==> src/logic/rfeu_map.vh <==
// Constants for the rotate, flag and return execution unit.
// Assumes inclusion by the execution unit only; definitions only.
`ifndef RFEU_MAP_VH
`define RFEU_MAP_VH
// ----------------------------------------
// Opcodes
// ----------------------------------------
`define RFEU_OP_CLEAR_CARRY   8'hcf
`define RFEU_OP_SUB_EXIT      8'haf
`define RFEU_OP_ROT_LEFT      8'h90
`define RFEU_OP_ROT_LEFT_C    8'h10
`define RFEU_OP_ROT_RIGHT     8'he0
`define RFEU_OP_ROT_RIGHT_C   8'hc0
`define RFEU_OP_BANK_ZERO     8'h4f
// ----------------------------------------
// Flag register bit positions
// ----------------------------------------
`define RFEU_FLAG_C           7
`define RFEU_FLAG_Z           6
`define RFEU_FLAG_S           5
`define RFEU_FLAG_V           4
`define RFEU_FLAG_D           3
`define RFEU_FLAG_H           2
`define RFEU_FLAG_BANK        0
// ----------------------------------------
// Reset values and timing counts
// ----------------------------------------
`define RFEU_FLAGS_RESET      8'h00
`define RFEU_SP_RESET         16'h0000
`define RFEU_PC_RESET         16'h0000
`define RFEU_CYC_SHORT        4'h4
`define RFEU_CYC_EXIT_INT     4'h8
`define RFEU_CYC_EXIT_EXT     4'ha
`endif

==> src/logic/rfeu_exec_unit.v <==
// Execution unit for rotates, carry clear, bank select and subroutine exit.
// Assumes a register file that answers while its registered address stands and a
// stack memory whose read data comes a cycle after the strobe; both are outside this module.
`timescale 1ns/10ps
`include "rfeu_map.vh"
module rfeu_exec_unit #(
   parameter EXT_STACK = 0
) (
   // Clock and reset.
   input  wire        clock,
   input  wire        rst_n,
   // Instruction issue.
   input  wire        issueValid,
   input  wire [7:0]  issueOpcode,
   input  wire [7:0]  issueOperand,
   output reg         busy_reg,
   output reg         done_reg,
   output reg         fetchReq_reg,
   // Register file port.
   output reg  [7:0]  rfAddr_reg,
   output reg         rfRead_reg,
   output reg         rfWrite_reg,
   output reg  [7:0]  rfWdata_reg,
   input  wire [7:0]  rfRdata,
   // Stack memory port.
   output reg  [15:0] stackAddr_reg,
   output reg         stackRead_reg,
   input  wire [7:0]  stackRdata,
   // Architectural state.
   output reg  [7:0]  flags_reg,
   output reg  [15:0] pc_reg,
   output reg  [15:0] sp_reg
);

   // ----------------------------------------
   // State encoding
   // ----------------------------------------
   localparam [2:0] ST_IDLE = 3'h0;
   localparam [2:0] ST_IND  = 3'h1;
   localparam [2:0] ST_OPER = 3'h2;
   localparam [2:0] ST_HIGH = 3'h3;
   localparam [2:0] ST_LOW  = 3'h4;
   localparam [2:0] ST_WAIT = 3'h5;
   localparam [2:0] ST_PCLO = 3'h6;
   // Exit walks ST_HIGH, ST_LOW and ST_PCLO, one stack byte a cycle, then waits.

   // Working registers of the sequencer and the combinational rotate path.
   reg [2:0]  state_reg;
   reg [3:0]  cycLeft_reg;
   reg [7:0]  op_reg;
   reg [7:0]  rotRes;
   reg        rotCarry;
   reg        isRot;

   // ----------------------------------------
   // Rotate datapath
   // ----------------------------------------
   // Rotate result and carry out, from the operand and the old carry.
   // The operand is the read data of the ST_OPER cycle, so the overflow
   // compare below still sees the sign bit from before the rotation.
   always @* begin
      rotRes   = rfRdata;
      rotCarry = flags_reg[`RFEU_FLAG_C];
      isRot    = 1'b1;
      case ({op_reg[7:1], 1'b0})
         `RFEU_OP_ROT_LEFT: begin
            rotRes   = {rfRdata[6:0], rfRdata[7]};
            rotCarry = rfRdata[7];
         end
         `RFEU_OP_ROT_LEFT_C: begin
            rotRes   = {rfRdata[6:0], flags_reg[`RFEU_FLAG_C]};
            rotCarry = rfRdata[7];
         end
         `RFEU_OP_ROT_RIGHT: begin
            rotRes   = {rfRdata[0], rfRdata[7:1]};
            rotCarry = rfRdata[0];
         end
         `RFEU_OP_ROT_RIGHT_C: begin
            rotRes   = {flags_reg[`RFEU_FLAG_C], rfRdata[7:1]};
            rotCarry = rfRdata[0];
         end
         default: isRot = 1'b0;
      endcase
   end

   // ----------------------------------------
   // Sequencer
   // ----------------------------------------
   // Every instruction runs its full documented cycle count so the fetch
   // timing seen by the core matches the instruction table, even though the
   // datapath work finishes earlier.
   // The register file answers while its registered address stands; the
   // stack answers one cycle after its registered read strobe.
   always @(posedge clock) begin
      if (!rst_n) begin
         state_reg     <= ST_IDLE;
         cycLeft_reg   <= 4'h0;
         op_reg        <= 8'h00;
         busy_reg      <= 1'b0;
         done_reg      <= 1'b0;
         fetchReq_reg  <= 1'b0;
         rfAddr_reg    <= 8'h00;
         rfRead_reg    <= 1'b0;
         rfWrite_reg   <= 1'b0;
         rfWdata_reg   <= 8'h00;
         stackAddr_reg <= 16'h0000;
         stackRead_reg <= 1'b0;
         flags_reg     <= `RFEU_FLAGS_RESET;
         pc_reg        <= `RFEU_PC_RESET;
         sp_reg        <= `RFEU_SP_RESET;
      end else begin
         done_reg      <= 1'b0;
         fetchReq_reg  <= 1'b0;
         rfRead_reg    <= 1'b0;
         rfWrite_reg   <= 1'b0;
         stackRead_reg <= 1'b0;
         // The count runs down in every busy state, so each path ends on its
         // documented cycle whatever states it happens to visit.
         if (state_reg != ST_IDLE && cycLeft_reg != 4'h0) begin
            cycLeft_reg <= cycLeft_reg - 4'h1;
         end
         case (state_reg)
            ST_IDLE: begin
               if (issueValid) begin
                  op_reg   <= issueOpcode;
                  busy_reg <= 1'b1;
                  case (issueOpcode)
                     `RFEU_OP_CLEAR_CARRY: begin
                        // Only the carry bit is touched; every other flag keeps its value.
                        flags_reg[`RFEU_FLAG_C] <= 1'b0;
                        cycLeft_reg <= `RFEU_CYC_SHORT - 4'h2;
                        state_reg   <= ST_WAIT;
                     end
                     `RFEU_OP_BANK_ZERO: begin
                        // Bank bit only; the arithmetic flags stay as they are.
                        flags_reg[`RFEU_FLAG_BANK] <= 1'b0;
                        cycLeft_reg <= `RFEU_CYC_SHORT - 4'h2;
                        state_reg   <= ST_WAIT;
                     end
                     `RFEU_OP_SUB_EXIT: begin
                        // First stack read goes out now; extra external cycles are padding.
                        stackAddr_reg <= sp_reg;
                        stackRead_reg <= 1'b1;
                        cycLeft_reg   <= (EXT_STACK != 0) ? `RFEU_CYC_EXIT_EXT - 4'h2
                                                          : `RFEU_CYC_EXIT_INT - 4'h2;
                        state_reg     <= ST_HIGH;
                     end
                     default: begin
                        // Rotates: odd opcode means indirect operand.
                        // Unknown opcodes take the same path but never write,
                        // so they behave as four-cycle no-ops.
                        rfAddr_reg  <= issueOperand;
                        rfRead_reg  <= 1'b1;
                        cycLeft_reg <= `RFEU_CYC_SHORT - 4'h2;
                        state_reg   <= issueOpcode[0] ? ST_IND : ST_OPER;
                     end
                  endcase
               end
            end
            ST_IND: begin
               // The pointer register holds the operand's address.
               rfAddr_reg <= rfRdata;
               rfRead_reg <= 1'b1;
               state_reg  <= ST_OPER;
            end
            ST_OPER: begin
               if (isRot) begin
                  rfWdata_reg <= rotRes;
                  rfWrite_reg <= 1'b1;
                  flags_reg[`RFEU_FLAG_C] <= rotCarry;
                  flags_reg[`RFEU_FLAG_Z] <= (rotRes == 8'h00);
                  flags_reg[`RFEU_FLAG_S] <= rotRes[7];
                  // Sign change of the operand; D and H are left alone.
                  flags_reg[`RFEU_FLAG_V] <= rotRes[7] ^ rfRdata[7];
               end
               state_reg <= ST_WAIT;
            end
            ST_HIGH: begin
               stackAddr_reg <= sp_reg + 16'h0001;
               stackRead_reg <= 1'b1;
               state_reg     <= ST_LOW;
            end
            ST_LOW: begin
               // The byte at the lower stack address lands in the high half
               // of the program counter; the pointer moves past both bytes.
               pc_reg[15:8] <= stackRdata;
               sp_reg       <= sp_reg + 16'h0002;
               state_reg    <= ST_PCLO;
            end
            ST_PCLO: begin
               // The byte one above arrives a cycle later and fills the low half.
               pc_reg[7:0] <= stackRdata;
               state_reg   <= ST_WAIT;
            end
            ST_WAIT: begin
               // Pad to the documented count; the fetch request is raised only
               // once the new program counter is already in place.
               if (cycLeft_reg == 4'h0) begin
                  state_reg    <= ST_IDLE;
                  busy_reg     <= 1'b0;
                  done_reg     <= 1'b1;
                  fetchReq_reg <= 1'b1;
               end
            end
            default: state_reg <= ST_IDLE;
         endcase
      end
   end

endmodule

==> config.mk <==
export PLATFORM = sky130hd
export DESIGN_NAME = rfeu_exec_unit
export DESIGN_NICKNAME = d
export VERILOG_FILES = /design/src/logic/rfeu_exec_unit.v
export VERILOG_INCLUDE_DIRS = /design/src /design/src/logic
export SDC_FILE = /design/constraint.sdc
export NUM_CORES = 1
export LEC_CHECK = 0
export ABC_AREA = 0
export BUFFER_PORTS_ARGS = -buffer_cell sky130_fd_sc_hd__clkbuf_2
export CAP_MARGIN = 20
export CORE_MARGIN = 2
export CORE_UTILIZATION = 30
export DETAILED_ROUTE_END_ITERATION = 10
export HOLD_SLACK_MARGIN = 0.05
export PLACE_DENSITY_LB_ADDON = 0.08
export SLEW_MARGIN = 20
export SYNTH_ARGS = -nofsm -noshare
export SYNTH_HDL_FRONTEND = slang
export SYNTH_SLANG_ARGS = --single-unit
==> constraint.sdc <==
create_clock -name clock -period 4.5 [get_ports clock]
set_input_delay 0.225 -clock clock [delete_from_list [all_inputs] [get_ports clock]]
set_output_delay 0.225 -clock clock [all_outputs]
set_load 0.03 [all_outputs]
==> out/metrics.yaml <==
cp_cell_sequence: "nor3b_4, nand4_1, or4_1, a21oi_1"
async_flop_share_pct: 0
grt-ovfl-total: 0
synth.largest_area_cell: "dfxtp_1"
cts_buffers: 9
fmax_mhz: 414.0
grt_first_pass_wirelength_mm: 16.86
max_slew.worst_pin.slew_ns: 0.8431
gp_congestion: 0.7101
drtIter0Drc: 188
p_leak_uw: 0.001925
htree_levels: 3
die_area_sq_mm: 0.01355
design.core.area_sq_mm: 0.01247
synthTopCellsByArea: "dfxtp_1, a21oi_1, mux2i_1"
dieWidth_um: 116.4
utilization_pct: 37.89
period_needed_ns: 2.415
maxCapViolCount: 0
power.density_mw_per_mm2: 478.3
worstPathMaxFanout: 16
ir_worst_vdd_mv: 0.1582
syn_avg_cell_area_sq_um: 8.633
crit_arrival_ns: 2.68
floorplan.initialDensity_pct: 30.40
num-nets-final: 566
clk_pin_slew_ns: 0.06
clockRootBuffer: "clkbuf_16"
drv_slew: 0
cts.sinks: 85
ys_types: 60
dr.pass1.iters: 4
antenna_found_initial: 0
port-buffer-count: 107
n_antenna_cell: 0
insertion_delay_ns: 0.34
finClkSkew_ns: 0.005352
slowest_delay_ns: 0.71
grt_max_degree: 58
cts_tree: "built"
final_cells: 705
yosysSeqAreaShare_pct: 44.90
cpLargestDelayFamily: "simple AND/OR/NAND/NOR gates"
whs_ns: 0.1169
max_slew_margin_pct: 43.76
drc: 0
worstSetupPathType: "flip-flop to flip-flop"
syn-cell-area_sq_mm: 0.003790
rsz0062_at_grt: "no"
syn2layout_area_growth_pct: 24.63
hold_viol: 0
yosys_warnings: 0
wire_per_inst_um: 15.01
viasPerCell: 4.929
start_kind: "flip-flop"
critPathRequiredTime_ns: 4.77
syn_inst: 439
synth_top_area_share_pct: 44.90
hold_path_class: "primary input to flip-flop"
ant_nets: 0
end_kind: "flip-flop"
ys.flop_type: "dfxtp_1"
setup_tns_ns: 0
ys_ff_latch: 85
post_cts_resized: 0
dr_total_vias: 3475
track_usage_pct: 16.10
rows: 41
grt_pass1_vias: 3192
die_y_um: 116.4
dp_hpwl_mm: 7.397
fin_crit_sh_pct: 53.67
synth_edf_count: 0
routed_wl_mm: 10.58
cts_setup_buffers: 0
drive_gt1_share_pct: 25.14
status: "finished clean"
dp.cells: 690
layout_commonest_cell: "clkbuf_2"
crit_slowest_cell: "nor3b_4"
ioPinCount: 113
final_cell_mix: "clkbuf_2, dfxtp_1, a21oi_1, nand2_1, nor2_1"
setup_violations: 0
cts_max_path_buffers: 2
postCtsHoldBufs: 0
path_buf_inv: 0
[Yosys cell counts (all sizes together) (2+ instances only)]
library cell,instances
nand3,25
or3,6
or3b,2
dfxtp,85
a21oi,49
and3b,2
and3,4
ha,2
nand3b,4
xor2,3
o21ai,23
xnor2,4
a2111oi,2
nand2,44
nor2b,3
and4,2
nand4b,2
clkbuf,20
inv,10
nand2b,2
nor4,3
a21o,2
a221oi,5
a211oi,19
nor3,11
nand4,6
o211a,2
nor2,34
mux2i,17
nor3b,4
a31oi,3
buf,15
o31ai,3
or4,3
and2,3
[worst min-delay path, delay by kind of cell]
family / cells / cell delay (ns)
buffers and inverters: 1 / 0.09
AO/OA/AOI/OAI: 1 / 0.05
AND/OR/NAND/NOR: 1 / 0.05
[worst paths after layout]
| check | start | to | slack [ns] | cells past startpoint |
|---|---|---|---|---|
| worst max-delay path | state_reg[2] | sp_reg[15] | 2.08 | 4 |
| worst min-delay path | stackRdata[6] | pc_reg[14] | 0.12 | 3 |
| worst max register to register | state_reg[2] | sp_reg[15] | 2.08 | 4 |
| worst min register to register | pc_reg[11] | pc_reg[11] | 0.46 | 2 |
[cell type report]
cell class	count	area (sq um)
clock inverters	4	72.57
flip-flops and latches	85	1702
fillers	1339	7742
multi-input cells	313	1896
inverters	10	37.54
well taps	172	215.2
repair buffers	110	558.0
clock buffers	11	242.7
[per-stage QoR]
stage | total power [uW] | cell area, sq um | setup slack, ns
floorplan | 1339 | 3805 | 2.632
global placement | 1477 | 4408 | 2.159
detailed placement | 1485 | 4408 | 2.093
CTS | 2292 | 4723 | 2.071
global route | 2392 | 4723 | 1.898
finish | 2259 | 4723 | 2.085
[per-layer routing]
| metal | vias up | global-route usage (%) | wire length (um) |
|---|---|---|---|
| li1 | 1756 | - | - |
| met1 | 1626 | 23.47 | 5381 |
| met4 | 0 | 6.667 | 164 |
| met5 | - | 0 | 0 |
| met3 | 11 | 3.321 | 437 |
| met2 | 82 | 22.98 | 4598 |
[report_power, final]
part	switching, uW	internal (uW)
clock	295	497
combinational	364	191
sequential	80.4	831
[logic make-up after synthesis]
group	share of synthesized area (%)
DFF	44.90
xor gates and xnor gates	1.618
muxes	4.787
and+or+nand+nor	22.42
other	0.09895
AOI/OAI and AO/OA	19.91
adders and majority gates	0.6602
buffers and inverters	5.612
(Power assumes the default switching activity.)
